$ cat src/hw/iwc_pkg.sv
// Shared constants for the instruction fetch watchpoint control block
package iwc_pkg;

  // Special-purpose register number of the control word
  localparam logic [9:0]  FETCH_WATCH_CONTROL_REG = 10'h09e;
  localparam logic [31:0] SOFT_RESET_VALUE        = 32'h0000_0000;

  // Field positions as word bit indices; field bit 0 is the word's MSB
  localparam int CMP_A_TYPE_LSB  = 29;
  localparam int CMP_B_TYPE_LSB  = 26;
  localparam int CMP_C_TYPE_LSB  = 23;
  localparam int CMP_D_TYPE_LSB  = 20;
  localparam int CMP_TYPE_W      = 3;
  localparam int WATCH_FIRST_LSB = 18;
  localparam int WATCH_SECOND_LSB = 16;
  localparam int WATCH_THIRD_LSB = 14;
  localparam int WATCH_FOURTH_LSB = 12;
  localparam int WATCH_SEL_W     = 2;
  localparam int SHOW_CYCLE_LSB  = 0;
  localparam int SHOW_CYCLE_W    = 2;

  // Relation held in the two low bits of a compare type
  typedef enum logic [1:0] {
    IWC_REL_EQ = 2'b00,
    IWC_REL_LT = 2'b01,
    IWC_REL_GT = 2'b10,
    IWC_REL_NE = 2'b11
  } iwc_rel_t;

  // Watchpoint select codes; 0x disables the watchpoint
  localparam logic [1:0] WATCH_SEL_SINGLE = 2'b10;
  localparam logic [1:0] WATCH_SEL_PAIR   = 2'b11;

  // Instructions completed after the write before a new show setting applies
  localparam logic [1:0] SHOW_DELAY_INSTR = 2'h1;

endpackage : iwc_pkg

$ cat src/hw/iwc_comparator.sv
// One fetch address comparator with mode dependent type decoding
`timescale 1ns/100ps

module iwc_comparator #(
  parameter int ADDR_W = 32
) (
  input  wire logic [2:0]        cmpType,
  input  wire logic              compressedMode,
  input  wire logic [ADDR_W-1:0] fetchAddr,
  input  wire logic [ADDR_W-1:0] refAddr,
  output logic                   cmpActive,
  output logic                   cmpHit
);

  iwc_pkg::iwc_rel_t relation;
  logic              relTrue;

  // Top bit must differ from the code mode to be active
  assign cmpActive = cmpType[2] ^ compressedMode;
  assign relation  = iwc_pkg::iwc_rel_t'(cmpType[1:0]);

  // Relation against the fetched address, unsigned
  always_comb begin
    relTrue = 1'b0;
    unique case (relation)
      iwc_pkg::IWC_REL_EQ: relTrue = (fetchAddr == refAddr);
      iwc_pkg::IWC_REL_LT: relTrue = (fetchAddr <  refAddr);
      iwc_pkg::IWC_REL_GT: relTrue = (fetchAddr >  refAddr);
      iwc_pkg::IWC_REL_NE: relTrue = (fetchAddr != refAddr);
    endcase
  end

  assign cmpHit = cmpActive & relTrue;

endmodule // iwc_comparator

$ cat src/hw/iwc_watch_control.sv
// Fetch watchpoint control word, comparators and watchpoint combining
`timescale 1ns/100ps

// Function
// - Four three-bit compare type fields A to D
// - Non-compressed: top bit zero means inactive
// - Compressed: top bit one means inactive
// - Reset clears all compare type fields
// - First watchpoint: A, or A and B
// - Second watchpoint: B, or A or B
// - Third watchpoint: C, or C and D
// - Fourth watchpoint: D, or C or D
// - Show setting applies from second instruction
// - Aborted branch fetch may hide pins only
module iwc_watch_control #(
  parameter int ADDR_W = 32,
  parameter int NUM_CMP = 4
) (
  input  wire logic              core_clk,
  input  wire logic              sys_rst,
  input  wire logic              sprWriteEn,
  input  wire logic              sprReadEn,
  input  wire logic [9:0]        sprAddr,
  input  wire logic [31:0]       sprWriteData,
  input  wire logic              instrDone,
  input  wire logic              compressedMode,
  input  wire logic              fetchValid,
  input  wire logic              fetchAbort,
  input  wire logic [ADDR_W-1:0] fetchAddr,
  input  wire logic [ADDR_W-1:0] cmpARef,
  input  wire logic [ADDR_W-1:0] cmpBRef,
  input  wire logic [ADDR_W-1:0] cmpCRef,
  input  wire logic [ADDR_W-1:0] cmpDRef,
  output logic [31:0]            sprReadData,
  output logic                   sprReadAck,
  output logic [NUM_CMP-1:0]     cmpMatch,
  output logic [3:0]             watchHit,
  output logic [1:0]             showCycleSetting,
  output logic                   traceFetchValid,
  output logic [ADDR_W-1:0]      traceFetchAddr,
  output logic                   pinShowValid
);

  // Control word as written by software
  logic [31:0]               fetchWatchControlReg;
  logic [2:0]                cmpType [NUM_CMP];
  logic [ADDR_W-1:0]         cmpRef  [NUM_CMP];
  logic [NUM_CMP-1:0]        cmpRaw;
  logic [NUM_CMP-1:0]        cmpActive;
  logic [1:0]                watchSel [4];
  logic [3:0]                next_watchHit;
  logic                      regHit;
  logic                      writeHit;
  logic                      readHit;
  logic                      showPending;
  logic [1:0]                pendingShow;
  logic [1:0]                showCount;

  // Single register decode shared by reads and writes
  function automatic logic spr_select(input logic [9:0] addr);
    return addr == iwc_pkg::FETCH_WATCH_CONTROL_REG;
  endfunction

  // Watchpoint select: single comparator, or pair joined by and/or
  function automatic logic watch_decode(input logic [1:0] sel,
                                        input logic       single,
                                        input logic       first,
                                        input logic       second,
                                        input logic       useAnd);
    logic pair;
    pair = useAnd ? (first & second) : (first | second);
    unique case (sel)
      iwc_pkg::WATCH_SEL_SINGLE: return single;
      iwc_pkg::WATCH_SEL_PAIR:   return pair;
      default:                   return 1'b0;
    endcase
  endfunction

  assign regHit   = spr_select(sprAddr);
  assign writeHit = sprWriteEn & regHit;
  assign readHit  = sprReadEn & spr_select(sprAddr);

  // Whole word stored as written, cleared by reset
  always_ff @(posedge core_clk) begin
    if (sys_rst) begin
      fetchWatchControlReg <= iwc_pkg::SOFT_RESET_VALUE;
    end else if (writeHit) begin
      fetchWatchControlReg <= sprWriteData;
    end
  end

  // Read port answers one cycle later; other numbers read as zero
  always_ff @(posedge core_clk) begin
    if (sys_rst) begin
      sprReadData <= 32'h0000_0000;
      sprReadAck  <= 1'b0;
    end else begin
      sprReadAck  <= readHit;
      sprReadData <= readHit ? fetchWatchControlReg : 32'h0000_0000;
    end
  end

  // Type fields sliced from their bit positions
  assign cmpType[0] = fetchWatchControlReg[iwc_pkg::CMP_A_TYPE_LSB +: iwc_pkg::CMP_TYPE_W];
  assign cmpType[1] = fetchWatchControlReg[iwc_pkg::CMP_B_TYPE_LSB +: iwc_pkg::CMP_TYPE_W];
  assign cmpType[2] = fetchWatchControlReg[iwc_pkg::CMP_C_TYPE_LSB +: iwc_pkg::CMP_TYPE_W];
  assign cmpType[3] = fetchWatchControlReg[iwc_pkg::CMP_D_TYPE_LSB +: iwc_pkg::CMP_TYPE_W];

  // Watchpoint select fields
  assign watchSel[0] = fetchWatchControlReg[iwc_pkg::WATCH_FIRST_LSB +: iwc_pkg::WATCH_SEL_W];
  assign watchSel[1] = fetchWatchControlReg[iwc_pkg::WATCH_SECOND_LSB +: iwc_pkg::WATCH_SEL_W];
  assign watchSel[2] = fetchWatchControlReg[iwc_pkg::WATCH_THIRD_LSB +: iwc_pkg::WATCH_SEL_W];
  assign watchSel[3] = fetchWatchControlReg[iwc_pkg::WATCH_FOURTH_LSB +: iwc_pkg::WATCH_SEL_W];

  // Reference addresses arrive on ports, outside this word
  assign cmpRef[0] = cmpARef;
  assign cmpRef[1] = cmpBRef;
  assign cmpRef[2] = cmpCRef;
  assign cmpRef[3] = cmpDRef;

  // One comparator per reference, gated by a valid fetch
  for (genvar i = 0; i < NUM_CMP; i++) begin : gCmp
    logic hit;
    iwc_comparator #(
      .ADDR_W         (ADDR_W)
    ) uCmp (
      .cmpType        (cmpType[i]),
      .compressedMode (compressedMode),
      .fetchAddr      (fetchAddr),
      .refAddr        (cmpRef[i]),
      .cmpActive      (cmpActive[i]),
      .cmpHit         (hit)
    );
    assign cmpRaw[i] = hit & fetchValid;
  end

  always_comb begin
    next_watchHit[0] = watch_decode(watchSel[0], cmpRaw[0], cmpRaw[0], cmpRaw[1], 1'b1);
    next_watchHit[1] = watch_decode(watchSel[1], cmpRaw[1], cmpRaw[0], cmpRaw[1], 1'b0);
    next_watchHit[2] = watch_decode(watchSel[2], cmpRaw[2], cmpRaw[2], cmpRaw[3], 1'b1);
    next_watchHit[3] = watch_decode(watchSel[3], cmpRaw[3], cmpRaw[2], cmpRaw[3], 1'b0);
  end

  // Per-fetch match outputs, registered to break the compare path
  always_ff @(posedge core_clk) begin
    if (sys_rst) begin
      cmpMatch <= '0;
      watchHit <= 4'h0;
    end else begin
      cmpMatch <= cmpRaw;
      watchHit <= next_watchHit;
    end
  end

  // Hold a changed show setting until one instruction retires
  always_ff @(posedge core_clk) begin
    if (sys_rst) begin
      showPending <= 1'b0;
      pendingShow <= 2'h0;
      showCount   <= 2'h0;
    end else if (writeHit) begin
      // A later write restarts the delay; retire in this cycle is the write itself
      showPending <= 1'b1;
      pendingShow <= sprWriteData[iwc_pkg::SHOW_CYCLE_LSB +: iwc_pkg::SHOW_CYCLE_W];
      showCount   <= iwc_pkg::SHOW_DELAY_INSTR;
    end else if (showPending && instrDone) begin
      showCount   <= showCount - 2'h1;
      showPending <= (showCount != 2'h1);
    end
  end

  // Effective setting changes only after the delay
  always_ff @(posedge core_clk) begin
    if (sys_rst) begin
      showCycleSetting <= 2'h0;
    end else if (showPending && instrDone && !writeHit && showCount == 2'h1) begin
      showCycleSetting <= pendingShow;
    end
  end

  // Trace sees every fetch; pins may miss an aborted one
  always_ff @(posedge core_clk) begin
    if (sys_rst) begin
      traceFetchValid <= 1'b0;
      traceFetchAddr  <= '0;
      pinShowValid    <= 1'b0;
    end else begin
      traceFetchValid <= fetchValid;
      traceFetchAddr  <= fetchAddr;
      pinShowValid    <= fetchValid & ~fetchAbort & (showCycleSetting != 2'h0);
    end
  end
endmodule // iwc_watch_control

$ cat config.mk
export PLATFORM = sky130hd
export DESIGN_NAME = iwc_watch_control
export DESIGN_NICKNAME = d
export VERILOG_FILES = /design/src/hw/iwc_pkg.sv /design/src/hw/iwc_comparator.sv /design/src/hw/iwc_watch_control.sv
export SDC_FILE = /design/constraint.sdc
export NUM_CORES = 1
export LEC_CHECK = 0
export BUFFER_PORTS_ARGS = -buffer_cell sky130_fd_sc_hd__buf_4
export CELL_PAD_IN_SITES_DETAIL_PLACEMENT = 1
export CELL_PAD_IN_SITES_GLOBAL_PLACEMENT = 1
export CORE_UTILIZATION = 33
export DETAILED_ROUTE_END_ITERATION = 8
export PLACE_DENSITY_LB_ADDON = 0.15
export SLEW_MARGIN = 20
export SYNTH_ARGS = -nofsm -noshare
export SYNTH_HDL_FRONTEND = slang
export SYNTH_HIERARCHICAL = 1
export SYNTH_SLANG_ARGS = --single-unit
$ cat constraint.sdc
create_clock -name core_clk -period 2.8 [get_ports core_clk]
set_clock_uncertainty 0.2 [all_clocks]
set_input_delay 0.7 -clock core_clk [delete_from_list [all_inputs] [get_ports core_clk]]
set_output_delay 0.7 -clock core_clk [all_outputs]
set_load 0.01 [all_outputs]
# Yosys cells after proc, flatten, opt, wreduce, memory -nomap -nowiden
# Index checks and enable logic that the tools add are counted.
[totals]
ff_bits = 114
word_cells = 99
[op_classes]
muxes = 12
eq_ne = 31
order_cmp = 8
n_reduce_logical = 12
add_sub_neg = 1
bitwise = 22
[ops]
columns = ["cell", "n"]
rows = [
  ["equality test 32 bit", 4],
  ["greater-than comparator 32 bit", 4],
  ["< comparator 32 bit", 4],
  ["!= test 32 bit", 4],
  ["equality test 2 bit, second input constant", 16],
  ["case mux 1 bit (4 select lines)", 4],
  ["bitwise AND 1 bit", 14],
  ["equality test 10 x 8 -> 1 bit, second input constant", 1],
  ["equality test 2 x 1 -> 1 bit, second input constant", 5],
  ["zero test 2 bit", 4],
  ["case mux 1 bit (2 select lines)", 4],
  ["two-way mux 1 bit", 4],
  ["nonzero test 2 bit", 2],
  ["OR reduction 2 bit", 2],
  ["XOR 1 bit", 4],
  ["logical AND 1 bit", 3],
  ["!= test 2 x 1 -> 1 bit, second input constant", 1],
  ["NOT 1 bit", 2],
  ["OR 1 bit", 2],
  ["subtractor 2 x 1 -> 2 bit, second input constant", 1],
  ["zero test 1 bit", 1],
]

# Logic depth before layout (Yosys ltp)
[logic_depth]
ltp_word = 6
depth_mapped = 10
ltp_nobuf = 10

# By module
# The synthesis kept the hierarchy.
[modules_own_cells]
columns = ["module", "area_each_um2", "cells_each", "n_inst"]
rows = [
  ["iwc_comparator", 959.7, 118, 4],
  ["iwc_watch_control", 3460.8, 297, 1],
]

# Least setup slack after synthesis
# Ideal clock, no wire load.
[synth_timing]
path_kind = "input -> register"
from = "in cmpARef[13]"
to = "reg watchHit[0]"
t_required_ns = 2.541
arrival_ns = 2.454
setup_time_ns = 0.059
path_slack_ns = 0.087
cell_stages = 10
path_cell_list = "inv_1 > ha_1 > nand4_2 > nor4_4 > a21boi_2 > o31ai_1 > a31o_1 > a211oi_2 > and2_1 > and3_1"
[synth_between]
elab_chain_len = 6
elab_cells_between_ends = 9
[synth_lines]
columns = ["element", "line", "source"]
rows = [
  ["from (decl)", "iwc_watch_control.sv:30", "input wire logic [ADDR_W-1:0] cmpARef,"],
  ["greater-than comparator 32 bit (tied with other cells)", "iwc_comparator.sv:28", "iwc_pkg::IWC_REL_GT: relTrue = (fetchAddr > refAddr);"],
  ["case mux 1 bit (4 select lines) *", "iwc_comparator.sv:25", "unique case (relation)"],
  ["bitwise AND 1 bit *", "iwc_comparator.sv:33", "assign cmpHit = cmpActive & relTrue;"],
  ["named net gCmp[0].hit", "iwc_watch_control.sv:123", "logic hit;"],
  ["bitwise AND 1 bit *", "iwc_watch_control.sv:134", "assign cmpRaw[i] = hit & fetchValid;"],
  ["bitwise AND 1 bit", "-", ""],
  ["case mux 1 bit (2 select lines) *", "iwc_watch_control.sv:72", "unique case (sel)"],
  ["to (signal assigned)", "iwc_watch_control.sv:151", "watchHit <= next_watchHit;"],
  ["to (decl)", "iwc_watch_control.sv:37", "output logic [3:0] watchHit,"],
]
# The timed path passes the listed nets; every way through them passes the cells marked *.
# A chain may end at the register's enable or synchronous reset.

# Worst setup path after layout
[layout_timing]
from = "in fetchAddr[10]"
to = "reg watchHit[2]"
[layout_between]
elab_chain_len = 6
elab_cells_between_ends = 16
[layout_lines]
columns = ["element", "line", "source"]
rows = [
  ["from (decl)", "iwc_watch_control.sv:29", "input wire logic [ADDR_W-1:0] fetchAddr,"],
  ["greater-than comparator 32 bit (tied with other cells)", "iwc_comparator.sv:28", ""],
  ["case mux 1 bit (4 select lines) *", "iwc_comparator.sv:25", ""],
  ["bitwise AND 1 bit *", "iwc_comparator.sv:33", ""],
  ["named net gCmp[2].hit", "iwc_watch_control.sv:123", ""],
  ["bitwise AND 1 bit *", "iwc_watch_control.sv:134", ""],
  ["bitwise AND 1 bit", "-", ""],
  ["case mux 1 bit (2 select lines) *", "iwc_watch_control.sv:72", ""],
]
# Marked as above.

==> impl_metrics.py <==
metrics = {
    "timing": {
        "max_slew.worst_pin.slew_ns": 0.499,
        "fin_tns_setup_ns": 0,
        "max_freq_ghz": 0.373,
        "period_minus_slack_ns": 2.68,
        "rsz0062_at_grt": "no",
        "setup_violations": 0,
        "hold_viol": 0,
        "slew_violations": 0,
        "slew_headroom_pct": 66.7,
        "period_share_pct": 95.8,
    },
    "power": {
        "p_total_mw": 3.98,
        "ir_drop_v": 0.000254,
        "leakagePower_nw": 5.67,
        "power.density_mw_per_mm2": 379,
    },
    "layout": {
        "layout-drive-gt1-share_pct": 37.0,
        "fin_area_mm2": 0.0105,
        "diodes": 0,
        "area_delta_synth_final_pct": 43.8,
        "stdcell_count": 1384,
        "nets": 1438,
    },
    "yosys": {
        "yosysTopAreaCell": "dfxtp_1",
        "syn_nets": 1108,
        "muxShareOfSynthArea_pct": 4.80,
        "syn_area_mm2": 0.00730,
        "synthTopCellsByArea": "dfxtp_1 31%, ha_1 22%, inv_1 6.9%",
        "syn_inst": 769,
        "synth-compound-area-share_pct": 10.4,
        "postSynthAreaPerCell_um2": 9.49,
        "synth_xor_area_share_pct": 0.600,
        "synth.top_cell.area_share_pct": 30.7,
        "synthAdderAreaFrac_pct": 22.1,
        "ys_types": 43,
        "async_reset_ff_share_pct": 0,
        "yosysSeqAreaShare_pct": 30.7,
        "synth_seq_cells": 112,
        "synth-simple-area-share_pct": 23.0,
        "yosysWarningCount": 6,
        "synth_edf_count": 0,
        "synth_ff_type": "dfxtp_1",
        "synth_top_family_by_area": "simple AND/OR/NAND/NOR gates",
    },
    "worst_setup_path": {
        "crit_slowest_cell": "ha_1",
        "cp_max_fo": 5,
        "critPathKind": "input port to flop",
        "crit_chain": "buf_4 -> ha_1 -> nand4_4 -> nor4_4 -> a21boi_2 -> o31ai_2 -> a31o_1 -> a211oi_2 -> and2_1 -> and3_1",
        "end_kind": "flop",
        "worst_ep_required_time_ns": 2.90,
        "max_stage_delay_ns": 0.36,
        "cp.buffers_inverters": 1,
        "crit_family": "compound AO/OA/AOI/OAI gates",
        "cp-start-kind": "input port",
        "cp.arrival_ns": 2.78,
    },
    "grt": {
        "grt_max_degree": 43,
        "grt_pass1_wl_mm": 35.1,
        "globalRoute.totalOverflow": 0,
        "antenna_found_initial": 0,
        "grt_pass1_vias": 6722,
        "grtUsageTotal_pct": 20.3,
    },
    "routing": {
        "wl_per_cell_um": 16.4,
        "totalWireLength_mm": 22.7,
        "drt_iter0_drc": 101,
        "drcViolationCount": 0,
        "viasPerCell": 4.67,
        "antenna_left": 0,
        "vias": 6465,
        "drtPass1Iterations": 6,
    },
    "placed_design": {
        "io_buffer_count": 286,
        "dpl-instance-area_mm2": 0.0101,
        "dpl.cell_count": 1368,
        "dpl.hpwl_mm": 19.3,
        "place.gp.congestion": 0.809,
    },
    "clock_network": {
        "max-clock-path-buffers": 2,
        "cts-root-buf": "clkbuf_16",
        "clock-sinks": 112,
        "ctsHoldBuffers": 0,
        "cts_tree": "done",
        "cts-buffers-inserted": 9,
        "insertion_delay_ns": 0.36,
        "cts_max_level": 3,
        "clk_pin_slew_ns": 0.08,
    },
    "floorplanning": {
        "core_mm2": 0.0218,
        "die-area_mm2": 0.0227,
        "start_util_pct": 33.6,
        "placementRows": 54,
        "num_io_pins": 287,
        "die_x_um": 151,
        "die_height_um": 151,
    },
    "flow_run": {
        "cap_viol_max_count": 0,
    },
    "hold_path": {
        "hold_class": "flop to flop",
    },
    "status": {
        "outcome": "complete, no violations",
    },
}
-- synthesized netlist by cell type (2+ instances only) --
library cell,instances
a221o_1,8
nand4_2,4
nor3_2,4
nand4_4,16
nand2b_1,6
nor2b_4,4
and3_1,2
nor2_1,44
dfxtp_1,112
nand2_1,29
a41o_1,4
and2_1,36
nand4_1,14
buf_6,6
o31ai_1,4
xor2_1,5
a211oi_1,4
a21boi_2,4
a21oi_1,52
nand3_1,12
and4_1,4
nor2b_1,33
o21ai_0,5
mux2i_1,35
o211ai_1,4
a31oi_1,4
clkbuf_1,7
inv_1,134
nor4_4,8
ha_1,129
a211oi_2,4
a31o_1,4
o21ai_1,4
nor4_1,4
a21o_1,12
-- path summary, 6_finish.rpt --
kind / start / end / slack [ns] / cells past startpoint
max: fetchAddr[10] / watchHit[2] / 0.12 / 10
min: fetchWatchControlReg[4] / sprReadData[4] / 0.26 / 1
max reg2reg: fetchWatchControlReg[21] / watchHit[2] / 1.25 / 5
min reg2reg: fetchWatchControlReg[4] / sprReadData[4] / 0.26 / 1
-- placed cells by master, fill, tap and decap left out, types with 3 or more instances in the layout --
master	Yosys	final
a21oi_1	52	51
nand4_1	14	14
ha_4	0	5
nor2b_4	4	4
clkbuf_16	0	9
nand2b_1	6	6
and4_1	4	4
a31o_1	4	4
o31ai_2	0	4
a21boi_2	4	4
a31oi_1	4	4
inv_1	134	134
a21o_1	12	12
xor2_1	5	5
o211ai_1	4	4
nand2_1	29	29
nand4_2	4	4
a221o_1	8	8
nand4_4	16	16
nor2b_1	33	33
ha_1	129	124
nor3_2	4	3
mux2i_1	35	35
nor2_1	44	44
a211oi_2	4	4
a211oi_1	4	3
nand3_1	12	12
o21ai_0	5	5
o21ai_1	4	4
buf_4	1	334
nor4_1	4	3
a41o_1	4	4
and2_1	36	36
dfxtp_1	112	112
nor4_4	8	8
-- per-layer routing --
layer / global-route usage (%) / wire, µm / vias up
met5: 0 / 0 / -
met4: 5.45 / 384 / 0
met3: 5.21 / 1500 / 21
met2: 35.7 / 10900 / 176
met1: 24.3 / 9850 / 2969
li1: - / - / 3299
-- flip-flops by register name, indices dropped and copies added (netlist names) --
register / flops
cmpMatch: 4
sprReadData: 32
watchHit: 4
traceFetchAddr: 32
showPending: 1
showCount: 2
traceFetchValid: 1
pinShowValid: 1
showCycleSetting: 2
sprReadAck: 1
fetchWatchControlReg: 32
-- timing repair --
item	in CTS	in global routing
resized for setup	0	14
setup endpoints to repair	0	3
setup buffers	0	0
-- worst reg2reg max path, delay by kind of cell (launching register included) --
kind / cells / cell delay [ns]
simple gates: 2 / 0.29
flops: 1 / 0.43
compound gates: 3 / 0.58
-- stage by stage --
step / hold WS, ns / utilization [%] / setup slack, ns
CTS: 0.257 / 47.8 / 0.0510
floorplan: 0.218 / - / 0.0868
finish: 0.256 / 48.3 / 0.119
global route: 0.272 / 48.3 / 0.00370
global placement: 0.232 / 46.3 / -0.296
detailed placement: 0.241 / 46.3 / -0.312
-- power by group --
part | leakage (nW) | total [mW] | internal [mW] | switching, mW
logic | 4.60 | 0.988 | 0.520 | 0.468
registers | 0.911 | 1.62 | 1.62 | 0.00709
clock network | 0.156 | 1.37 | 0.661 | 0.709
-- layout make-up --
type                       instances  area, µm²
tap                              280        350
sequential                       112       2240
timing repair buffer             335       2530
inverter                         134        503
multi-input combinational        507       4560
clock buffer                       9        225
fill                            2572      11300
clock inverter                     7       96.3
-- logic make-up (layout without fill, tap and decap cells) --
family                   count (synthesis)  in the layout
adder cells (fa/ha/maj)                129            129
XOR/XNOR                                 5              5
multiplexers                            35             35
buffers and inverters                  150            485
flip-flops                             112            112
AND/OR/NAND/NOR                        225            225
AO/OA/AOI/OAI                          113            113
Note: power is estimated with default switching activity, not from simulation.
